### config.mk
export PLATFORM = sky130hd
export DESIGN_NAME = ctr_result_regs
export DESIGN_NICKNAME = d
export VERILOG_FILES = /design/src/rtl/ctr_pkg.sv /design/src/rtl/ctr_reg_if.sv /design/src/rtl/ctr_result_regs.sv /design/src/rtl/ctr_ahb_port.sv /design/src/rtl/ctr_tag_latch.sv
export SDC_FILE = /design/constraint.sdc
export NUM_CORES = 1
export LEC_CHECK = 0
export ABC_AREA = 1
export BUFFER_PORTS_ARGS = -buffer_cell sky130_fd_sc_hd__buf_4
export CORE_ASPECT_RATIO = 1.2
export CORE_MARGIN = 1.5
export CORE_UTILIZATION = 50
export DETAILED_ROUTE_END_ITERATION = 8
export PLACE_DENSITY_LB_ADDON = 0.05
export SYNTH_ARGS = -nofsm -noshare
export SYNTH_HDL_FRONTEND = slang
export SYNTH_HIERARCHICAL = 1
export SYNTH_SLANG_ARGS = --single-unit
### constraint.sdc
create_clock -name clk_sys -period 2.4 [get_ports clk_sys]
set_clock_uncertainty 0.15 [all_clocks]
set_input_delay 0.36 -clock clk_sys [delete_from_list [all_inputs] [get_ports clk_sys]]
set_output_delay 0.36 -clock clk_sys [all_outputs]
set_load 0.03 [all_outputs]
### src/rtl/ctr_pkg.sv
// constants shared by the touch result register bank
`default_nettype none
package ctr_pkg;
    // register byte offsets (12-bit decode window)
    localparam logic [11:0] OFF_SAMPLE_MODE = 12'h104;
    localparam logic [11:0] OFF_DETECT_MODE = 12'h108;
    localparam logic [11:0] OFF_RAW_COORD = 12'h11C;
    localparam logic [11:0] OFF_FIFTH_Y = 12'h120;
    localparam logic [11:0] OFF_FIRST_TAG = 12'h12C;
    localparam logic [11:0] OFF_SECOND_TAG = 12'h134;
    localparam logic [11:0] OFF_THIRD_TAG = 12'h13C;
    localparam logic [11:0] OFF_FIFTH_X = 12'h16C;
    localparam logic [11:0] OFF_FOURTH_COORD = 12'h190;
    // values after reset
    localparam logic [1:0] RST_SAMPLE_MODE = 2'h3;
    localparam logic RST_DETECT_MODE = 1'b1;
    localparam logic [31:0] RST_RAW_COORD = 32'h0FFFFFFF;
    localparam logic [15:0] RST_POINT_AXIS = 16'h8000;
    localparam logic [31:0] RST_POINT_COORD = 32'h80008000;
    localparam logic [7:0] RST_TAG = 8'h00;
    // field layout and encodings
    localparam int TAG_WIDTH = 8;
    localparam int NUM_TAGS = 3;
    localparam logic [1:0] SAMPLE_OFF = 2'h0;
    localparam logic [1:0] SAMPLE_ON = 2'h3;
    localparam logic DETECT_EXTENDED = 1'b0;
    // ahb encodings
    localparam logic [2:0] HSIZE_WORD = 3'h2;
    localparam logic HRESP_OKAY = 1'b0;
endpackage
`default_nettype wire

### src/rtl/ctr_reg_if.sv
// carrier between the bus port and the register bank
`timescale 1ns/1ns
`default_nettype none
interface ctr_reg_if;
    logic rdEn; // read taken in address phase
    logic [11:0] rdAddr; // read offset
    logic [31:0] rdData; // selected read word
    logic wrEn; // write data phase pulse
    logic [11:0] wrAddr; // write offset
    logic [31:0] wrData; // write word
    modport bus (output rdEn, rdAddr, wrEn, wrAddr, wrData, input rdData);
    modport regs (input rdEn, rdAddr, wrEn, wrAddr, wrData, output rdData);
endinterface
`default_nettype wire

### src/rtl/ctr_result_regs.sv
// capacitive touch result register bank with mode controls
// What this block does
// - fourth point coord read-only, X high, reset 80008000
// - fifth point Y, 16-bit read-only, reset 8000
// - tags in bits 7..0, upper zero, read-only
// - tags update once per scanned-out frame
// - tags 1..255 valid, zero no touch, reset zero
// - first tag works in both detection modes
// - second tag only in extended mode
// - third tag only in extended mode
// - extended-only registers meaningful only in extended mode
// - detect bit: 0 extended, 1 compatibility, reset 1
// - sampling 00 halts engine, 11 enables sampling
// - up to five points extended, compatibility after reset
//
// Implementation choice: register access over AHB-Lite.
`timescale 1ns/1ns
`default_nettype none
module ctr_result_regs (
    input wire logic clk_sys,
    input wire logic resetn,
    input wire logic hsel,
    input wire logic [31:0] haddr,
    input wire logic [1:0] htrans,
    input wire logic hwrite,
    input wire logic [2:0] hsize,
    input wire logic [31:0] hwdata,
    input wire logic hready,
    output logic hreadyout,
    output logic [31:0] hrdata,
    output logic hresp,
    // touch engine side, same clock
    input wire logic coordStrobe,
    input wire logic [15:0] fourthX,
    input wire logic [15:0] fourthY,
    input wire logic [15:0] fifthX,
    input wire logic [15:0] fifthY,
    input wire logic [15:0] rawX,
    input wire logic [15:0] rawY,
    input wire logic frameDone,
    input wire logic [ctr_pkg::NUM_TAGS-1:0][ctr_pkg::TAG_WIDTH-1:0] tagIn,
    output logic compatMode,
    output logic engineRun
);
    import ctr_pkg::*;

    // offset match, shared by read and write decode
    function automatic logic hit(input logic [11:0] addr, input logic [11:0] off);
        hit = (addr == off);
    endfunction

    ////////////////////////////////////////////////////////////
    // bus front end
    ctr_reg_if regBus ();

    ctr_ahb_port u_port (
        .clk_sys(clk_sys),
        .resetn(resetn),
        .hsel(hsel),
        .haddr(haddr),
        .htrans(htrans),
        .hwrite(hwrite),
        .hsize(hsize),
        .hwdata(hwdata),
        .hready(hready),
        .hreadyout(hreadyout),
        .hrdata(hrdata),
        .hresp(hresp),
        .regBus(regBus.bus)
    );

    ////////////////////////////////////////////////////////////
    // state
    logic [1:0] sampleMode; // sampling mode field
    logic [31:0] fourthCoord; // fourth point X:Y
    logic [15:0] fifthXReg; // fifth point X
    logic [15:0] fifthYReg; // fifth point Y
    logic [31:0] rawCoord; // uncalibrated X:Y
    logic [NUM_TAGS-1:0][TAG_WIDTH-1:0] tagReg; // tag results

    ////////////////////////////////////////////////////////////
    // write decode
    wire wrSample = regBus.wrEn && hit(regBus.wrAddr, OFF_SAMPLE_MODE);
    wire wrDetect = regBus.wrEn && hit(regBus.wrAddr, OFF_DETECT_MODE);
    // undefined sampling codes leave the engine halted, safest choice
    wire [1:0] next_sampleMode = wrSample ? regBus.wrData[1:0] : sampleMode;
    wire next_compatMode = wrDetect ? regBus.wrData[0] : compatMode;
    wire next_engineRun = (next_sampleMode == SAMPLE_ON);
    // coordinates are taken only while the engine samples
    wire takeCoord = coordStrobe && engineRun;
    wire takeFrame = frameDone && engineRun;
    wire inExtended = (compatMode == DETECT_EXTENDED);

    ////////////////////////////////////////////////////////////
    // mode controls; reset lands in compatibility, sampling on
    always_ff @(posedge clk_sys or negedge resetn) begin
        if (!resetn) begin
            sampleMode <= RST_SAMPLE_MODE;
            compatMode <= RST_DETECT_MODE;
            engineRun <= 1'b1;
        end else begin
            sampleMode <= next_sampleMode;
            compatMode <= next_compatMode;
            engineRun <= next_engineRun;
        end
    end

    ////////////////////////////////////////////////////////////
    // raw coordinate, valid in either mode
    always_ff @(posedge clk_sys or negedge resetn) begin
        if (!resetn) begin
            rawCoord <= RST_RAW_COORD;
        end else if (takeCoord) begin
            rawCoord <= {rawX, rawY};
        end
    end

    ////////////////////////////////////////////////////////////
    // extended-only coordinates; compatibility forces reset values
    // so software never reads a stale multi-touch position
    always_ff @(posedge clk_sys or negedge resetn) begin
        if (!resetn) begin
            fourthCoord <= RST_POINT_COORD;
            fifthXReg <= RST_POINT_AXIS;
            fifthYReg <= RST_POINT_AXIS;
        end else if (!inExtended) begin
            fourthCoord <= RST_POINT_COORD;
            fifthXReg <= RST_POINT_AXIS;
            fifthYReg <= RST_POINT_AXIS;
        end else if (takeCoord) begin
            fourthCoord <= {fourthX, fourthY};
            fifthXReg <= fifthX;
            fifthYReg <= fifthY;
        end
    end

    ////////////////////////////////////////////////////////////
    // tag holders; first works in both modes, others extended only
    genvar gi;
    generate
        for (gi = 0; gi < NUM_TAGS; gi++) begin : g_tag
            ctr_tag_latch #(
                .WIDTH(TAG_WIDTH)
            ) u_tag (
                .clk_sys(clk_sys),
                .resetn(resetn),
                .load(takeFrame),
                .clear((gi != 0) && !inExtended),
                .din(tagIn[gi]),
                .q(tagReg[gi])
            );
        end
    endgenerate

    ////////////////////////////////////////////////////////////
    // read selection; unmapped offsets read zero
    wire [11:0] ra = regBus.rdAddr;
    // named read selects, shared by the mux and the checks
    wire selSample = hit(ra, OFF_SAMPLE_MODE);
    wire selDetect = hit(ra, OFF_DETECT_MODE);
    wire selRaw = hit(ra, OFF_RAW_COORD);
    wire selFifthY = hit(ra, OFF_FIFTH_Y);
    wire selTag0 = hit(ra, OFF_FIRST_TAG);
    wire selTag1 = hit(ra, OFF_SECOND_TAG);
    wire selTag2 = hit(ra, OFF_THIRD_TAG);
    wire selFifthX = hit(ra, OFF_FIFTH_X);
    wire selFourth = hit(ra, OFF_FOURTH_COORD);
    wire [31:0] tagWord0 = {24'h000000, tagReg[0]};
    wire [31:0] tagWord1 = {24'h000000, tagReg[1]};
    wire [31:0] tagWord2 = {24'h000000, tagReg[2]};
    assign regBus.rdData =
        selSample ? {30'h0, sampleMode} :
        selDetect ? {31'h0, compatMode} :
        selRaw ? rawCoord :
        selFifthY ? {16'h0000, fifthYReg} :
        selTag0 ? tagWord0 :
        selTag1 ? tagWord1 :
        selTag2 ? tagWord2 :
        selFifthX ? {16'h0000, fifthXReg} :
        selFourth ? fourthCoord : 32'h00000000;
endmodule
`default_nettype wire

### src/rtl/ctr_ahb_port.sv
// ahb-lite slave front end, zero wait states
`timescale 1ns/1ns
`default_nettype none
module ctr_ahb_port (
    input wire logic clk_sys,
    input wire logic resetn,
    input wire logic hsel,
    input wire logic [31:0] haddr,
    input wire logic [1:0] htrans,
    input wire logic hwrite,
    input wire logic [2:0] hsize,
    input wire logic [31:0] hwdata,
    input wire logic hready,
    output logic hreadyout,
    output logic [31:0] hrdata,
    output logic hresp,
    ctr_reg_if.bus regBus
);
    import ctr_pkg::*;
    ////////////////////////////////////////////////////////////
    // address phase decode; only whole-word transfers are taken
    wire takeReq = hsel && hready && htrans[1] && (hsize == HSIZE_WORD);
    logic wrPend; // write waiting for its data phase
    logic [11:0] wrAddrQ; // offset held for the data phase
    assign regBus.rdEn = takeReq && !hwrite;
    assign regBus.rdAddr = haddr[11:0];
    assign regBus.wrEn = wrPend;
    assign regBus.wrAddr = wrAddrQ;
    assign regBus.wrData = hwdata;
    ////////////////////////////////////////////////////////////
    // read data is captured in the address phase so it stands in the data phase
    always_ff @(posedge clk_sys or negedge resetn) begin
        if (!resetn) begin
            wrPend <= 1'b0;
            wrAddrQ <= 12'h000;
            hrdata <= 32'h00000000;
            hreadyout <= 1'b0;
            hresp <= HRESP_OKAY;
        end else begin
            wrPend <= takeReq && hwrite;
            wrAddrQ <= haddr[11:0];
            hreadyout <= 1'b1;
            hresp <= HRESP_OKAY;
            if (regBus.rdEn) begin
                hrdata <= regBus.rdData;
            end
        end
    end
endmodule
`default_nettype wire

### src/rtl/ctr_tag_latch.sv
// one tag result holder, loaded at frame end
`timescale 1ns/1ns
`default_nettype none
module ctr_tag_latch #(
    parameter int WIDTH = 8
) (
    input wire logic clk_sys,
    input wire logic resetn,
    input wire logic load,
    input wire logic clear,
    input wire logic [WIDTH-1:0] din,
    output logic [WIDTH-1:0] q
);
    ////////////////////////////////////////////////////////////
    // clear wins: a point not tracked must not show a stale tag
    always_ff @(posedge clk_sys or negedge resetn) begin
        if (!resetn) begin
            q <= '0;
        end else if (clear) begin
            q <= '0;
        end else if (load) begin
            q <= din;
        end
    end
endmodule
`default_nettype wire

-- Yosys cells after proc, flatten, opt, wreduce, memory -nomap -nowiden
Index checks and enable logic that the tools add are counted.
- eq/ne operators: 13
- multiplexer cells: 20
- reduce and logical (&&, ||, !) cells: 12
- operators with widths (kind ; count):
    32-bit two-way mux ; 11
    12-bit by 9-bit == test with 1-bit output, second input constant ; 11
    16-bit two-way mux ; 4
    8-bit two-way mux ; 4
    1-bit logical AND ; 9
    2-bit nonzero test ; 2
    3-bit by 2-bit == test with 1-bit output, second input constant ; 1
    2-bit == test, second input constant ; 1
    2-bit two-way mux ; 1
    1-bit zero test ; 1
- register bits after elaboration: 170
- output and inout port bits: 36
- word-level logic and storage cells: 59

-- Depth between registers and ports, before layout
- depth after elaboration: 10
- depth in mapped cells: 17

-- Hierarchy
The synthesis kept the hierarchy.
- by module, submodules not included (module ; instances ; cells an instance ; area an instance (um^2) ; sequential area each (um^2)):
    ctr_result_regs ; 1 ; 647 ; 5101.1 ; 2547.4
    ctr_ahb_port ; 1 ; 212 ; 2095.8 ; 1151.1
    ctr_tag_latch ; 3 ; 35 ; 335.3 ; 200.2

-- Worst setup path before layout
Ideal clock, no wire load.
- path kind: input-to-reg
- from: input haddr[9]
- to: register u_port.hrdata[0]
- library setup time: 0.118 ns
- arrival: 1.711 ns
- required time: 2.132 ns
- slack: 0.421 ns
- stages on the path: 14
- buffers on the path: 1
- cells stage by stage: buf_4 -> nor2_2 -> nand2_2 -> nor2_4 -> nand2_1 -> nor3_4 -> inv_2 -> or2_0 -> nand2_1 -> nand2_1 -> nand2_1 -> nand2_1 -> nand4_1 -> nand2_1
- longest elaborated chain between the ends: 10
- elaborated cells between the ends (all ways): 18
- classes of those cells: 9 x eq/ne; 9 x mux
- ends and longest elaborated chain (element ; RTL line ; source):
    start: declaration ; ctr_result_regs.sv:23 ; input wire logic [31:0] haddr,
    12-bit by 9-bit == test with 1-bit output ; ctr_result_regs.sv:49 ; hit = (addr == off);
    32-bit two-way mux ; ctr_result_regs.sv:180 ; selFourth ? fourthCoord : 32'h00000000;
    32-bit two-way mux ; ctr_result_regs.sv:179 ; selFifthX ? {16'h0000, fifthXReg} :
    32-bit two-way mux ; ctr_result_regs.sv:178 ; selTag2 ? tagWord2 :
    32-bit two-way mux ; ctr_result_regs.sv:177 ; selTag1 ? tagWord1 :
    32-bit two-way mux ; ctr_result_regs.sv:176 ; selTag0 ? tagWord0 :
    32-bit two-way mux ; ctr_result_regs.sv:175 ; selFifthY ? {16'h0000, fifthYReg} :
    32-bit two-way mux ; ctr_result_regs.sv:174 ; selRaw ? rawCoord :
    32-bit two-way mux ; ctr_result_regs.sv:173 ; selDetect ? {31'h0, compatMode} :
    32-bit two-way mux (*) ; ctr_result_regs.sv:172 ; selSample ? {30'h0, sampleMode} :
    net regBus.rdData[0] ; ctr_reg_if.sv:7 ; logic [31:0] rdData;
    end signal: assignment ; ctr_ahb_port.sv:45 ; hrdata <= regBus.rdData;
    end: declaration ; ctr_ahb_port.sv:15 ; output logic [31:0] hrdata,
The timed path passes the listed nets; every way through them passes the cells marked *.
A chain may end at the register's enable or synchronous reset.

-- Worst setup path in the final report
- from: input haddr[3]
- to: register u_port.hrdata[4]
Same word-level chain as after synthesis.

==> metrics <==
status=completed; Leakage=5.62 nW; vias in the first global route=7,208; DRT Pass-1 Iters=5; final WL=22,000 um; TritonCTS clock tree=built; Clk Latency, worst-skew pair=430 ps; pin count of the biggest net entering global routing=64; Comb pwr share=10.1%; initial antenna violation count=0; area of the multi-input gates=0.00307 mm^2; switching pwr=1.54 mW; flop2flop setup slack=550 ps; RR Startpoint=engineRun; I/O pin count=232; Slew Viols, Final=0; die height=141 um; Root Driver=clkbuf_16; DP Area=0.00951 mm^2; register share of total power=45.1%; r2r worst-path depth=6; Syn Area/Cell=8.55 um^2; min-delay src=rawY[3]; fin nets=1,386; post-synthesis instance total=933; Sw Share=22.1%; global route overflow=0; Wirelength per Cell=15.6 um; routed vias=7,190; Hold EP=rawCoord[3]; CP cell instances=dlygate4sd3_1 -> buf_4 -> inv_2 -> nand3_1 -> nor2_4 -> buf_4 -> nand3_1 -> nand4_1 -> nand2_1 -> nand2_1 -> nand2_1 -> a21oi_1 -> nand4_1 -> nand2_1; starting density of the core=51.2%; busiest grt layer=met2; final hold vios=0; Routed Antenna Nets=0; minimum clock period=2190 ps; Critical path origin=haddr[3]; Max VDD drop=456 uV; gr usage total=27.7%; M3 GR Usage=5.18%; 1st-iter DRT viols=378; Post-route DRC=0; Max Fclk=456 MHz; CTS clk-pin slew, worst paths=60 ps; Setup CP Type=in2reg; CP max-delay cell=dlygate4sd3_1; CTS buffer count=17; Core ar.=0.0156 mm^2; max_slew headroom=59.9%; Synth Warn #=6; clock sink count=170; final setup TNS=0 ps; Critical Path RT=2620 ps; Mapped Area=0.00797 mm^2; critical path launch point type=input port; Area Growth Syn to Fin=38.9%; placer congestion estimate=0.843; DP HPWL=14,800 um; CP peak stage delay=530 ps; met1 Track Usage GR=33.4%; ANT cells=0; clock tree buffer depth=2; HP Class=in2reg; Max Cap Violations=0; crit end category=flip-flop; RSZ-0062 raised after global routing=false; # rows=50; worst slew pin tran=601 ps; Crit Path Max Fanout=6; internal power contribution=5.43 mW; clock power share=44.8%; endpoints failing setup=0; Final period util=91.4%; hold path cells=3; Cell Pwr Density=629 mW/mm^2; total power=6.97 mW; Buffers on Ports=179; WP data arrival=2410 ps; Crit path top cell by count=nand2_1; first-pass GRT wire length=35,800 um; fin area=0.0111 mm^2; H-tree lvl count=4; Register Area=0.00430 mm^2; layout cell share with drive strength beyond 1=28.6%; vias per inst=5.10; RR Endpoint=fourthCoord[13]; Die Footprint=0.0167 mm^2; Die Wd=118 um; fillcell total=1,269; met2 Use GR=48.6%
==> timing repair <==
action / CTS / global route
hold endpoints to repair: 116 / 0
hold buffers: 78 / 0
setup endpoints to repair: 0 / 18
buffers inserted: 0 / 10
gates resized for setup: 0 / 13
==> metrics by stage <==
step	hold slack (ps)	std cells	setup WS (ps)	util [%]
6_report	6.22	1411	207	71.1
5_1_grt	4.64	1411	29.4	71.1
4_1_cts	0.343	1401	24.3	70.4
3_5_place_dp	245	1291	67.4	61.0
3_3_place_gp	246	1291	91.0	61.0
2_1_floorplan	-85.6	934	421	-
==> layer usage <==
metal  up-vias  wire length, um
met4         0              769
met5         -                0
met1      3391             8930
met3        50             1120
met2       226            11100
li1       3523                -
==> sequential cells by signal, summed over array words and instances, names as in the netlist <==
name,count
fifthXReg,16
engineRun,1
fifthYReg,16
u_port/hreadyout,1
rawCoord,32
u_port/regBus.wrEn,1
fourthCoord,32
sampleMode,2
compatMode,1
g_tag.u_tag/q,24
u_port/regBus.wrAddr,12
u_port/hrdata,32
==> area by class of cell <==
type | instances | area share [%]
inverters | 75 | 2.61
clock buffers | 20 | 4.12
multi-input cells | 628 | 27.8
well taps | 208 | 2.35
repair buffers | 298 | 22.4
clock inverters | 12 | 1.98
flip-flops and latches | 170 | 38.8
==> critical path, delay by kind of cell <==
kind,cells,cell delay [ps]
buf+inv,4,950
simple gates,9,910
compound gates,1,170
==> worst max path at each step <==
stage                        end  slack, ps
2_1_floorplan   u_port/hrdata[0]        420
3_3_place_gp    u_port/hrdata[3]         90
3_5_place_dp    u_port/hrdata[3]         70
4_1_cts        u_port/hrdata[14]         20
5_1_grt         u_port/hrdata[0]         30
6_report        u_port/hrdata[4]        210
==> cell usage in the layout (no fill, tap or decap), drive strengths merged, types with 23 or more instances in the layout <==
cell,instances
nand2,341
buf,220
dfrtp,134
o21ai,93
dlygate4sd3,77
inv,74
nand3,52
nand4,38
dfstp,36
nor2,35
a22o,23
==> power by group through the flow <==
| stage | Sequential (mW) | Clock [mW] | Combinational, mW |
|---|---|---|---|
| after global routing | 3.16 | 3.28 | 0.777 |
| after CTS | 3.15 | 3.16 | 0.700 |
| after detailed placement | 3.19 | 0 | 0.593 |
| final | 3.15 | 3.12 | 0.701 |
| after global placement | 3.19 | 0 | 0.583 |
| after floorplan | 3.18 | 0 | 0.263 |
No activity file was read; power rests on OpenSTA's default activity.
